### config.mk
export PLATFORM = sky130hd
export DESIGN_NAME = external_pin_interrupt_unit
export DESIGN_NICKNAME = d
export VERILOG_FILES = /design/src/hdl/ext_int_pkg.sv /design/src/hdl/external_pin_interrupt_unit.sv
export SDC_FILE = /design/constraint.sdc
export NUM_CORES = 1
export LEC_CHECK = 0
export BUFFER_PORTS_ARGS = -buffer_cell sky130_fd_sc_hd__buf_2
export CAP_MARGIN = 20
export CORE_UTILIZATION = 41
export CTS_CLUSTER_SIZE = 30
export DETAILED_ROUTE_END_ITERATION = 6
export PLACE_DENSITY_LB_ADDON = 0.2
export SETUP_SLACK_MARGIN = 0.02
export SYNTH_ARGS = -nofsm -noshare
export SYNTH_HDL_FRONTEND = slang
export SYNTH_SLANG_ARGS = --single-unit
### constraint.sdc
create_clock -name i_clock -period 3.69 [get_ports i_clock]
set_input_delay 0 -clock i_clock [delete_from_list [all_inputs] [get_ports i_clock]]
set_output_delay 0 -clock i_clock [all_outputs]
set_load 0.02 [all_outputs]
### src/hdl/ext_int_pkg.sv
// Overview of operation
// RULE1 - pin activity interrupts even when pins drive outputs
// RULE2 - upper bank request on enabled pins 15..8 toggling
// RULE3 - lower bank request on enabled pins 7..0 toggling
// RULE4 - per-bank masks select contributing change pins
// RULE5 - pin-change detection needs no I/O clock (here the change term of o_wake is synchronised and registered on i_clock)
// RULE6 - low-level request held while pin stays low
// RULE7 - edge recognition runs on the I/O clock
// RULE8 - low-level detection works asynchronously for wake (here the level term of o_wake is synchronised and registered on i_clock)
// RULE9 - wake level must last through start-up time
// RULE10 - line taken only with global and line enable
// RULE11 - pin sampled first; pulses over one clock caught (here a level counts only once stages two and three agree on it)
// RULE12 - level must hold until current instruction ends
// RULE13 - sense 00 low, 01 change, 10 fall, 11 rise
// RULE14 - sense bits line1 3:2, line0 1:0, 7:4 zero
// RULE15 - vectors two words apart: 0, 2, 4, 6
// RULE16 - each line enabled by its own mask bit
// RULE17 - flag set on trigger, cleared by vector or write-one
// RULE18 - line flag reads zero in low-level mode
// RULE19 - upper pin needs its mask and bank enable
// RULE20 - two-stage synchroniser before edge compare (here three stages per pin; edges are judged once stages two and three agree)
// RULE21 - lowest vector address served first
package ext_int_pkg;
  // register byte addresses
  localparam logic [4:0] SENSE_CTRL_OFFS  = 5'h00;
  localparam logic [4:0] LINE_ENABLE_OFFS = 5'h04;
  localparam logic [4:0] LINE_FLAG_OFFS   = 5'h08;
  localparam logic [4:0] BANK_ENABLE_OFFS = 5'h0C;
  localparam logic [4:0] BANK_FLAG_OFFS   = 5'h10;
  localparam logic [4:0] UPPER_MASK_OFFS  = 5'h14;
  localparam logic [4:0] LOWER_MASK_OFFS  = 5'h18;
  // field positions and resets
  localparam int LINE0_SENSE_POS = 0;
  localparam int LINE1_SENSE_POS = 2;
  localparam logic [7:0] REG_RESET = 8'h00;
  localparam logic [1:0] LINE_IDLE = 2'h3;  // dedicated lines rest high
  // vector addresses
  localparam logic [15:0] VEC_RESET = 16'h0000;
  localparam logic [15:0] VEC_LINE0 = 16'h0002;
  localparam logic [15:0] VEC_LINE1 = 16'h0004;
  localparam logic [15:0] VEC_LOWER = 16'h0006;
  localparam logic [15:0] VEC_UPPER = 16'h0008;
  localparam logic [1:0] AXI_OKAY   = 2'h0;
  localparam logic [1:0] AXI_SLVERR = 2'h2;

  typedef enum logic [1:0] {
    SENSE_LOW, SENSE_CHANGE, SENSE_FALL, SENSE_RISE
  } sense_mode_t;

  // vectoring request/answer
  typedef struct packed {
    logic        valid;
    logic [15:0] addr;
  } vector_req_t;
endpackage : ext_int_pkg

### src/hdl/external_pin_interrupt_unit.sv
// The placing of the registers and register access over AXI4-Lite were chosen for this implementation.
`timescale 1ns/1ps
module external_pin_interrupt_unit
  import ext_int_pkg::*;
(
  input  wire logic              i_clock,
  input  wire logic              i_resetn,
  input  wire logic [1:0]        i_ext_lines,
  input  wire logic [15:0]       i_change_inputs,
  input  wire logic              i_global_int_enable,
  input  wire logic              i_vector_ack,
  output vector_req_t            o_vector,
  output logic                   o_wake,
  input  wire logic [4:0]        i_awaddr,
  input  wire logic              i_awvalid,
  output logic                   o_awready,
  input  wire logic [31:0]       i_wdata,
  input  wire logic [3:0]        i_wstrb,
  input  wire logic              i_wvalid,
  output logic                   o_wready,
  output logic [1:0]             o_bresp,
  output logic                   o_bvalid,
  input  wire logic              i_bready,
  input  wire logic [4:0]        i_araddr,
  input  wire logic              i_arvalid,
  output logic                   o_arready,
  output logic [31:0]            o_rdata,
  output logic [1:0]             o_rresp,
  output logic                   o_rvalid,
  input  wire logic              i_rready
);
  // registers
  logic [3:0]  sense_ctrl_reg;
  logic [1:0]  line_enable_reg;
  logic [1:0]  line_flag_reg;
  logic [1:0]  bank_enable_reg;
  logic [1:0]  bank_flag_reg;
  logic [7:0]  upper_bank_mask;
  logic [7:0]  lower_bank_mask;
  // synchronisers, three stages per pin
  logic [1:0]  line_s1_reg, line_s2_reg, line_s3_reg;
  logic [15:0] chg_s1_reg, chg_s2_reg, chg_s3_reg;
  // level last agreed by stages two and three; edges are judged against it
  logic [1:0]  line_lvl_reg, line_rise, line_fall;
  logic [15:0] chg_lvl_reg;
  // write channel capture
  logic        aw_hold_reg, w_hold_reg;
  logic [4:0]  aw_addr_reg;
  logic [7:0]  w_data_reg;
  logic        w_lane0_reg;
  logic        wr_fire;
  logic [1:0]  line_trig, line_low, line_clr, line_active;
  logic [15:0] chg_trig;
  logic        upper_trig, lower_trig;
  logic [1:0]  bank_clr;
  logic        lower_req, upper_req;

  function automatic logic [1:0] sense_of(input logic [3:0] ctrl, input int n);
    sense_of = (n == 0) ? ctrl[LINE0_SENSE_POS +: 2] : ctrl[LINE1_SENSE_POS +: 2];
  endfunction : sense_of

  // three flops; second and third must agree, first is read only by second
  always_ff @(posedge i_clock) begin
    if (!i_resetn) begin
      // lines reset to their idle level so release gives no false edge
      line_s1_reg  <= LINE_IDLE;
      line_s2_reg  <= LINE_IDLE;
      line_s3_reg  <= LINE_IDLE;
      line_lvl_reg <= LINE_IDLE;
      chg_s1_reg   <= 16'h0000;
      chg_s2_reg   <= 16'h0000;
      chg_s3_reg   <= 16'h0000;
      chg_lvl_reg  <= 16'h0000;
    end else begin
      line_s1_reg <= i_ext_lines;      // RULE11 RULE20 RULE1
      line_s2_reg <= line_s1_reg;
      line_s3_reg <= line_s2_reg;
      chg_s1_reg  <= i_change_inputs;  // RULE1
      chg_s2_reg  <= chg_s1_reg;
      chg_s3_reg  <= chg_s2_reg;
      // a new level counts only once stages two and three agree on it
      line_lvl_reg <= (line_s2_reg & line_s3_reg) | (line_lvl_reg & (line_s2_reg | line_s3_reg));
      chg_lvl_reg  <= (chg_s2_reg & chg_s3_reg) | (chg_lvl_reg & (chg_s2_reg | chg_s3_reg));
    end
  end

  // agreed edges per dedicated line
  assign line_rise = line_s2_reg & line_s3_reg & ~line_lvl_reg;
  assign line_fall = ~line_s2_reg & ~line_s3_reg & line_lvl_reg;

  // edge and level decode per dedicated line
  always_comb begin
    for (int n = 0; n < 2; n++) begin
      line_low[n] = ~line_s2_reg[n] & ~line_s3_reg[n];  // RULE6 RULE12
      case (sense_mode_t'(sense_of(sense_ctrl_reg, n)))  // RULE13
        SENSE_LOW:    line_trig[n] = 1'b0;
        SENSE_CHANGE: line_trig[n] = line_rise[n] | line_fall[n];   // RULE7
        SENSE_FALL:   line_trig[n] = line_fall[n];
        SENSE_RISE:   line_trig[n] = line_rise[n];
        default:      line_trig[n] = 1'b0;
      endcase
    end
  end

  // pin changes masked per bank
  assign chg_trig   = (chg_s2_reg & chg_s3_reg & ~chg_lvl_reg)
                    | (~chg_s2_reg & ~chg_s3_reg & chg_lvl_reg);
  assign upper_trig = |(chg_trig[15:8] & upper_bank_mask);  // RULE2 RULE4 RULE19
  assign lower_trig = |(chg_trig[7:0] & lower_bank_mask);   // RULE3 RULE4

  // a line is active when latched or, in level mode, while held low
  always_comb begin
    for (int n = 0; n < 2; n++) begin
      if (sense_of(sense_ctrl_reg, n) == SENSE_LOW) begin
        line_active[n] = line_low[n];                        // RULE6
      end else begin
        line_active[n] = line_flag_reg[n];
      end
    end
  end

  // enables gate every request
  assign lower_req = bank_flag_reg[0] & bank_enable_reg[0];
  assign upper_req = bank_flag_reg[1] & bank_enable_reg[1];  // RULE19

  // vector acknowledge clears only the served source
  always_comb begin
    line_clr = 2'h0;
    bank_clr = 2'h0;
    if (i_vector_ack && o_vector.valid) begin
      line_clr[0] = (o_vector.addr == VEC_LINE0);            // RULE17
      line_clr[1] = (o_vector.addr == VEC_LINE1);
      bank_clr[0] = (o_vector.addr == VEC_LOWER);
      bank_clr[1] = (o_vector.addr == VEC_UPPER);
    end
    if (wr_fire && w_lane0_reg && aw_addr_reg == LINE_FLAG_OFFS) begin
      line_clr = line_clr | w_data_reg[1:0];                 // RULE17
    end
    if (wr_fire && w_lane0_reg && aw_addr_reg == BANK_FLAG_OFFS) begin
      bank_clr = bank_clr | w_data_reg[1:0];
    end
  end

  // sticky flags; a new trigger wins over a clear
  always_ff @(posedge i_clock) begin
    if (!i_resetn) begin
      line_flag_reg <= 2'h0;
      bank_flag_reg <= 2'h0;
    end else begin
      for (int n = 0; n < 2; n++) begin
        if (sense_of(sense_ctrl_reg, n) == SENSE_LOW) begin
          line_flag_reg[n] <= 1'b0;                          // RULE18
        end else if (line_trig[n]) begin
          line_flag_reg[n] <= 1'b1;                          // RULE17
        end else if (line_clr[n]) begin
          line_flag_reg[n] <= 1'b0;
        end
      end
      bank_flag_reg[0] <= lower_trig | (bank_flag_reg[0] & ~bank_clr[0]);
      bank_flag_reg[1] <= upper_trig | (bank_flag_reg[1] & ~bank_clr[1]);
    end
  end

  // fixed-priority vector select, lowest address first
  always_ff @(posedge i_clock) begin
    if (!i_resetn) begin
      o_vector <= '{valid: 1'b0, addr: VEC_RESET};
    end else if (!i_global_int_enable) begin
      o_vector <= '{valid: 1'b0, addr: VEC_RESET};           // RULE10
    end else if (line_active[0] && line_enable_reg[0]) begin
      o_vector <= '{valid: 1'b1, addr: VEC_LINE0};           // RULE21 RULE15 RULE16
    end else if (line_active[1] && line_enable_reg[1]) begin
      o_vector <= '{valid: 1'b1, addr: VEC_LINE1};           // RULE16
    end else if (lower_req) begin
      o_vector <= '{valid: 1'b1, addr: VEC_LOWER};
    end else if (upper_req) begin
      o_vector <= '{valid: 1'b1, addr: VEC_UPPER};
    end else begin
      o_vector <= '{valid: 1'b0, addr: VEC_RESET};
    end
  end

  // wake: synchronised level and change terms, registered to keep outputs
  // flop-driven; the sleep controller should use the same terms unclocked
  always_ff @(posedge i_clock) begin
    if (!i_resetn) begin
      o_wake <= 1'b0;
    end else begin
      o_wake <= |(line_low & line_enable_reg & {sense_ctrl_reg[3:2] == 2'h0,
                sense_ctrl_reg[1:0] == 2'h0})                 // RULE8 RULE9
              | (|(chg_trig[15:8] & upper_bank_mask) & bank_enable_reg[1])
              | (|(chg_trig[7:0] & lower_bank_mask) & bank_enable_reg[0]); // RULE5
    end
  end

  // axi write: address and data accepted in either order
  assign wr_fire = aw_hold_reg & w_hold_reg & ~o_bvalid;

  always_ff @(posedge i_clock) begin
    if (!i_resetn) begin
      aw_hold_reg <= 1'b0;
      w_hold_reg  <= 1'b0;
      aw_addr_reg <= 5'h00;
      w_data_reg  <= 8'h00;
      w_lane0_reg <= 1'b0;
      o_awready   <= 1'b0;
      o_wready    <= 1'b0;
      o_bvalid    <= 1'b0;
      o_bresp     <= AXI_OKAY;
    end else begin
      o_awready <= ~aw_hold_reg & ~(i_awvalid & o_awready);
      o_wready  <= ~w_hold_reg & ~(i_wvalid & o_wready);
      if (i_awvalid && o_awready) begin
        aw_hold_reg <= 1'b1;
        aw_addr_reg <= i_awaddr;
      end
      if (i_wvalid && o_wready) begin
        w_hold_reg  <= 1'b1;
        w_data_reg  <= i_wdata[7:0];
        w_lane0_reg <= i_wstrb[0];
      end
      if (wr_fire) begin
        aw_hold_reg <= 1'b0;
        w_hold_reg  <= 1'b0;
        o_bvalid    <= 1'b1;
        o_bresp     <= (aw_addr_reg[1:0] == 2'h0 && aw_addr_reg <= LOWER_MASK_OFFS)
                       ? AXI_OKAY : AXI_SLVERR;
      end else if (o_bvalid && i_bready) begin
        o_bvalid <= 1'b0;
      end
    end
  end

  // control registers, lane 0 only carries data
  always_ff @(posedge i_clock) begin
    if (!i_resetn) begin
      sense_ctrl_reg  <= REG_RESET[3:0];
      line_enable_reg <= REG_RESET[1:0];
      bank_enable_reg <= REG_RESET[1:0];
      upper_bank_mask <= REG_RESET;
      lower_bank_mask <= REG_RESET;
    end else if (wr_fire && w_lane0_reg) begin
      case (aw_addr_reg)
        SENSE_CTRL_OFFS:  sense_ctrl_reg  <= w_data_reg[3:0];  // RULE14
        LINE_ENABLE_OFFS: line_enable_reg <= w_data_reg[1:0];
        BANK_ENABLE_OFFS: bank_enable_reg <= w_data_reg[1:0];
        UPPER_MASK_OFFS:  upper_bank_mask <= w_data_reg;
        LOWER_MASK_OFFS:  lower_bank_mask <= w_data_reg;
        default:          ;
      endcase
    end
  end

  // axi read, one outstanding
  always_ff @(posedge i_clock) begin
    if (!i_resetn) begin
      o_arready <= 1'b0;
      o_rvalid  <= 1'b0;
      o_rdata   <= 32'h0000_0000;
      o_rresp   <= AXI_OKAY;
    end else begin
      o_arready <= ~o_rvalid & ~(i_arvalid & o_arready);
      if (i_arvalid && o_arready) begin
        o_rvalid <= 1'b1;
        o_rresp  <= AXI_OKAY;
        case (i_araddr)
          SENSE_CTRL_OFFS:  o_rdata <= {28'h0, sense_ctrl_reg};  // RULE14
          LINE_ENABLE_OFFS: o_rdata <= {30'h0, line_enable_reg};
          LINE_FLAG_OFFS:   o_rdata <= {30'h0, line_flag_reg};
          BANK_ENABLE_OFFS: o_rdata <= {30'h0, bank_enable_reg};
          BANK_FLAG_OFFS:   o_rdata <= {30'h0, bank_flag_reg};
          UPPER_MASK_OFFS:  o_rdata <= {24'h0, upper_bank_mask};
          LOWER_MASK_OFFS:  o_rdata <= {24'h0, lower_bank_mask};
          default: begin
            o_rdata <= 32'h0000_0000;
            o_rresp <= AXI_SLVERR;
          end
        endcase
      end else if (o_rvalid && i_rready) begin
        o_rvalid <= 1'b0;
      end
    end
  end
endmodule : external_pin_interrupt_unit

# ---- After elaboration in Yosys (flattened, before gate mapping)
# Cells that the tools add are included.
dict set report totals {
  ff_bits 175
  inputBits 73
  out_inout_bits 59
}
dict set report classes {
  order_cmp 1
  eq_ne 22
  n_mux 23
  bitwise 64
  n_reduce_logical 36
}
# operator count
set ops {}
lappend ops {{bitwise AND 16 bit} 5}
lappend ops {{two-way mux 17 bit} 4}
lappend ops {{one-hot mux 8 bit (7 select lines)} 1}
lappend ops {{inverter 16 bit} 3}
lappend ops {{OR 16 bit} 3}
lappend ops {{equality test 16 x 3 -> 1 bit (second input constant)} 2}
lappend ops {{equality test 5 bit (second input constant)} 6}
lappend ops {{equality test 5 x 4 -> 1 bit (second input constant)} 4}
lappend ops {{bitwise AND 1 bit} 16}
lappend ops {{bitwise AND 8 bit} 2}
lappend ops {{equality test 16 x 2 -> 1 bit (second input constant)} 1}
lappend ops {{equality test 16 x 4 -> 1 bit (second input constant)} 1}
lappend ops {{OR reduction 8 bit} 2}
lappend ops {{inverter 1 bit} 15}
lappend ops {{bitwise AND 2 bit} 7}
lappend ops {{logical AND 1 bit} 12}
lappend ops {{two-way mux 2 bit} 6}
lappend ops {{AND reduction 2 bit} 6}
lappend ops {{equality test 5 x 3 -> 1 bit (second input constant)} 2}
lappend ops {{zero test 5 bit} 2}
lappend ops {{two-way mux 1 bit} 10}
lappend ops {{equality test 2 bit (second input constant)} 4}
lappend ops {{OR 2 bit} 4}
lappend ops {{one-hot mux 1 bit (4 select lines)} 2}
lappend ops {{10 further kinds} 26}

# ---- Longest topological paths before layout
dict set report depth {
  ltp_word 9
  ltp_mapped 6
  mapped_depth_nobuf 5
}

# ---- Worst setup path after synthesis
# No wires, ideal clock.
dict set report synth_timing {
  kind {register to register}
  from {register o_bvalid}
  to {register bank_flag_reg[0]}
  setup_time_ns 0.125
  arrival_ns 1.331
  path_slack_ns 2.234
  stages_incl_launch_ff 5
  n_path_buf 0
  cell_sequence {dfxtp_1 > nand4b_4 > nor3b_4 > a31oi_1 > o41a_1}
}
dict set report synth_via {
  elab_chain_cells 8
}
# element line
set synth_lines {}
lappend synth_lines {{start, declared} external_pin_interrupt_unit.sv:22} ;# output logic o_bvalid,
lappend synth_lines {{start signal, assigned} external_pin_interrupt_unit.sv:208} ;# o_bvalid <= 1'b0;
lappend synth_lines {{start signal, assigned} external_pin_interrupt_unit.sv:225} ;# o_bvalid <= 1'b1;
lappend synth_lines {{start signal, assigned} external_pin_interrupt_unit.sv:229} ;# o_bvalid <= 1'b0;
lappend synth_lines {{inverter 1 bit} external_pin_interrupt_unit.sv:197} ;# assign wr_fire = aw_hold_reg & w_hold_reg & ~o_bvalid;
lappend synth_lines {{bitwise AND 1 bit} external_pin_interrupt_unit.sv:197}
lappend synth_lines {{logical AND 1 bit (2 in series)} external_pin_interrupt_unit.sv:139} ;# if (wr_fire && w_lane0_reg && aw_addr_reg == BANK_FLAG_OFFS) begin
lappend synth_lines {{two-way mux 2 bit} external_pin_interrupt_unit.sv:139}
lappend synth_lines {{inverter 1 bit} external_pin_interrupt_unit.sv:159} ;# bank_flag_reg[0] <= lower_trig | (bank_flag_reg[0] & ~bank_clr[0]);
lappend synth_lines {{bitwise AND 1 bit} external_pin_interrupt_unit.sv:159}
lappend synth_lines {{OR 1 bit} external_pin_interrupt_unit.sv:159}
lappend synth_lines {{end signal, assigned} external_pin_interrupt_unit.sv:159}
lappend synth_lines {{end, declared} external_pin_interrupt_unit.sv:37} ;# logic [1:0] bank_flag_reg;
# Every way passes these cells.
# A chain may end at the register's enable or synchronous reset.

# ---- Worst setup path after layout
dict set report layout_timing {
  from {register sense_ctrl_reg[0]}
  to {register o_rdata[0]}
}
dict set report layout_via {
  elab_chain_cells 1
}
# element line
set layout_lines {}
lappend layout_lines {{start, declared} external_pin_interrupt_unit.sv:33} ;# logic [3:0] sense_ctrl_reg;
lappend layout_lines {{start signal, assigned} external_pin_interrupt_unit.sv:237} ;# sense_ctrl_reg <= REG_RESET[3:0];
lappend layout_lines {{start signal, assigned} external_pin_interrupt_unit.sv:244} ;# SENSE_CTRL_OFFS: sense_ctrl_reg <= w_data_reg[3:0];
lappend layout_lines {{one-hot mux 8 bit (7 select lines)} external_pin_interrupt_unit.sv:266} ;# case (i_araddr)
lappend layout_lines {{end signal, assigned} external_pin_interrupt_unit.sv:267} ;# SENSE_CTRL_OFFS: o_rdata <= {28'h0, sense_ctrl_reg};
lappend layout_lines {{end signal, assigned} external_pin_interrupt_unit.sv:268} ;# LINE_ENABLE_OFFS: o_rdata <= {30'h0, line_enable_reg};
lappend layout_lines {{end signal, assigned} external_pin_interrupt_unit.sv:269} ;# LINE_FLAG_OFFS: o_rdata <= {30'h0, line_flag_reg};
lappend layout_lines {{end, declared} external_pin_interrupt_unit.sv:27} ;# output logic [31:0] o_rdata,
# Every way passes these cells.

==> flow_metrics.env <==
export IMPL_outcome="completed"
export IMPL_setup_tns_final_ns=0
export IMPL_area_delta_synth_final_pct=25.94
export IMPL_share_seq_of_total_power_pct=43.8
export IMPL_initial_core_util_pct=42.60
export IMPL_drt_iter0_drc=196
export IMPL_path_max_fanout=7
export IMPL_crit_path_max_incr_delay_ns=0.55
export IMPL_cts_root_buf="clkbuf_16"
export IMPL_coreArea_mm2=0.01277
export IMPL_cp_num_buf_inv=1
export IMPL_worst_pin_slew_ns=0.6342
export IMPL_rsz0062_at_grt="no"
export IMPL_numCtsBuffers=17
export IMPL_grt_use_total_pct=17.42
export IMPL_synthArstFlopShare_pct=0
export IMPL_avgRoutedWirePerCell_um=12.83
export IMPL_r2r_cells=4
export IMPL_antenna_found_initial=0
export IMPL_cp_arrival_ns=2.04
export IMPL_final_max_slew_viol_count=0
export IMPL_layout_drive_gt1_share_pct=16.55
export IMPL_gp_routability_congestion=0.7684
export IMPL_switching_share_pct=21.66
export IMPL_wirelength_um=11120
export IMPL_layout_area_seq_mm2=0.002723
export IMPL_n_antenna_cell=0
export IMPL_power_per_cell_area_mw_per_mm2=512.8
export IMPL_p_leak_nw=2.783
export IMPL_max_freq_mhz=573.6
export IMPL_drc=0
export IMPL_die_x_um=117.2
export IMPL_relSlewSlack_pct=57.72
export IMPL_cp_end_kind="flop"
export IMPL_grt_overflow_total=0
export IMPL_synth_seq_cells=136
export IMPL_internal_power_mw=2.753
export IMPL_dieArea_mm2=0.01374
export IMPL_finalCritPeriodShare_pct=47.24
export IMPL_rows=41
export IMPL_clock_sinks=136
export IMPL_avgSynthCellArea_um2=9.530
export IMPL_drtAntennaViolNets=0
export IMPL_worst_path_stages=4
export IMPL_path_cells="mux4_2, o211ai_1, nand2_1, dlygate4sd3_1"
export IMPL_vias=4153
export IMPL_synth_cells=571
export IMPL_max_cap_viol_count=0
export IMPL_dr_pass1_iters=4
export IMPL_synth_edf_count=0
export IMPL_worst_clock_skew_ns=0.006651
export IMPL_cts_tree="built"
export IMPL_hpwl_um=7424
export IMPL_slowest_stage="dlygate4sd3_1"
export IMPL_io_pin_count=132
export IMPL_whs_path_depth=5
export IMPL_power_switching_mw=0.7611
export IMPL_max_vdd_ir_drop_uv=456.4
export IMPL_period_needed_ns=1.743
export IMPL_worstSetupPathType="flop to flop"
export IMPL_clk_pin_slew_ns=0.05
export IMPL_nets=755
export IMPL_p_total_mw=3.514
export IMPL_clkPwrFrac_pct=50.5
export IMPL_comb_power_share_pct=5.7
export IMPL_grt_pass1_vias=3757
export IMPL_setup_viol=0
export IMPL_required_ns=3.99
export IMPL_yosysSeqAreaShare_pct=50.03
export IMPL_ys_types=52
export IMPL_clockBufferDepth=2
export IMPL_path_delay_family="buffers and inverters"
export IMPL_via_per_inst=4.790
export IMPL_grt_start_max_net_pins=63
export IMPL_die_h_um=117.2
export IMPL_synth_area_mm2=0.005441
export IMPL_yosysWarningCount=0
export IMPL_grt_pass1_wl_um=17870
export IMPL_crit_path_start_kind="flop"
export IMPL_nFillCells=1130
export IMPL_holdCritPathClass="input port to flop"
export IMPL_synthFlopType="dfxtp_1"
export IMPL_io_buffers=65
export IMPL_multiInputGateArea_mm2=0.002460
export IMPL_clock_latency_ns=0.42
export IMPL_htreeDepth=4
export IMPL_hold_violations=0
## power by group through the flow
stage | Sequential (mW) | Clock, mW | Combinational, mW
2_1_floorplan | 1.57 | 0 | 0.147
3_3_place_gp | 1.57 | 0 | 0.161
3_5_place_dp | 1.57 | 0 | 0.163
4_1_cts | 1.54 | 1.80 | 0.200
5_1_grt | 1.55 | 1.88 | 0.223
6_report | 1.54 | 1.77 | 0.200
## area by class of cell
type                    count  share of cell area [%]
flip-flops and latches    136                   39.73
multi-input cells         409                   35.90
repair buffers            114                   11.83
clock buffers              19                   6.609
well taps                 172                   3.140
clock inverters            13                   2.574
inverters                   4                  0.2191
## tightest hold or removal path: stages
cell and delay, ns:
buf_2 0.10, a311oi_2 0.05, nor3b_4 0.16, o211ai_1 0.09
nand2_1 0.05
## logic make-up (layout without fill, tap and decap cells)
group           Yosys count  after routing  share of synthesized area (%)
compound gates          124            124                          14.26
mux                      28             28                          5.610
other cells               1             39                        0.06892
simple gates            218            218                          22.65
flops                   136            136                          50.03
buf+inv                  64            150                          7.381
## repair_timing
action	4_1_cts	5_1_grt
gates resized for setup	0	0
setup buffers	0	0
hold endpoints to repair	42	0
hold buffers	47	0
## cells in the mapped netlist (5+ instances only)
cell type | number | area [µm²]
dfxtp_1 | 136 | 2723
nand2_1 | 65 | 244.0
and2_1 | 49 | 306.5
a21oi_1 | 41 | 205.2
buf_4 | 39 | 292.8
nor2_1 | 36 | 135.1
o21ai_0 | 31 | 155.2
mux2i_1 | 26 | 260.3
nand2b_1 | 16 | 100.1
a22o_1 | 14 | 122.6
clkbuf_1 | 14 | 52.55
nand3_1 | 13 | 65.06
o22ai_1 | 8 | 50.05
a31oi_1 | 7 | 43.79
nor3b_1 | 7 | 52.55
and3b_1 | 6 | 52.55
nor2b_1 | 5 | 31.28
## per-layer routing
metal | global-route usage (%) | share of wire [%] | wire, µm | vias up
li1 | - | - | - | 2135
met1 | 22.54 | 48 | 5379 | 1893
met2 | 27.45 | 45 | 5034 | 108
met3 | 4.531 | 4.6 | 509 | 17
met4 | 7.511 | 1.8 | 198 | 0
met5 | 0 | 0 | 0 | -
## path summary, 6_finish.rpt
kind | slack [ns] | end | start
hold / removal | 0.08 | o_rdata[1] | i_araddr[1]
hold reg to reg | 0.41 | line_s2_reg[0] | line_s1_reg[0]
setup / recovery | 1.95 | o_rdata[0] | sense_ctrl_reg[0]
setup reg to reg | 1.95 | o_rdata[0] | sense_ctrl_reg[0]
## per-stage QoR
step | instances | hold slack, ns | worst slack [ns] | utilization, % | area (µm²)
floorplan | 609 | 0.1015 | 2.234 | - | 5584
global placement | 788 | 0.1805 | 2.142 | 45.04 | 5753
detailed placement | 788 | 0.1850 | 2.089 | 45.04 | 5753
CTS | 867 | 0.06523 | 1.948 | 53.65 | 6853
global route | 867 | 0.1009 | 1.899 | 53.65 | 6853
finish | 867 | 0.08105 | 1.947 | 53.65 | 6853
## layout by cell type (no fill, tap or decap), types with 3 or more instances in the layout
cell type      instances
a22oi_1                3
nand2b_1              16
and2_1                49
and3b_1                6
a31oi_1                7
a21oi_1               41
nor3b_1                7
a22o_1                14
nor2_1                36
mux2i_1               26
o21ai_0               31
bufinv_16              4
clkinv_2               5
o22ai_1                8
nand2_1               65
inv_1                  3
dfxtp_1              136
buf_2                 65
clkinvlp_4             3
nor2b_1                5
o31ai_1                3
clkbuf_16             17
dlygate4sd3_1         47
nand3_1               13
conb_1                39
No activity file was read; power rests on OpenSTA's default activity.
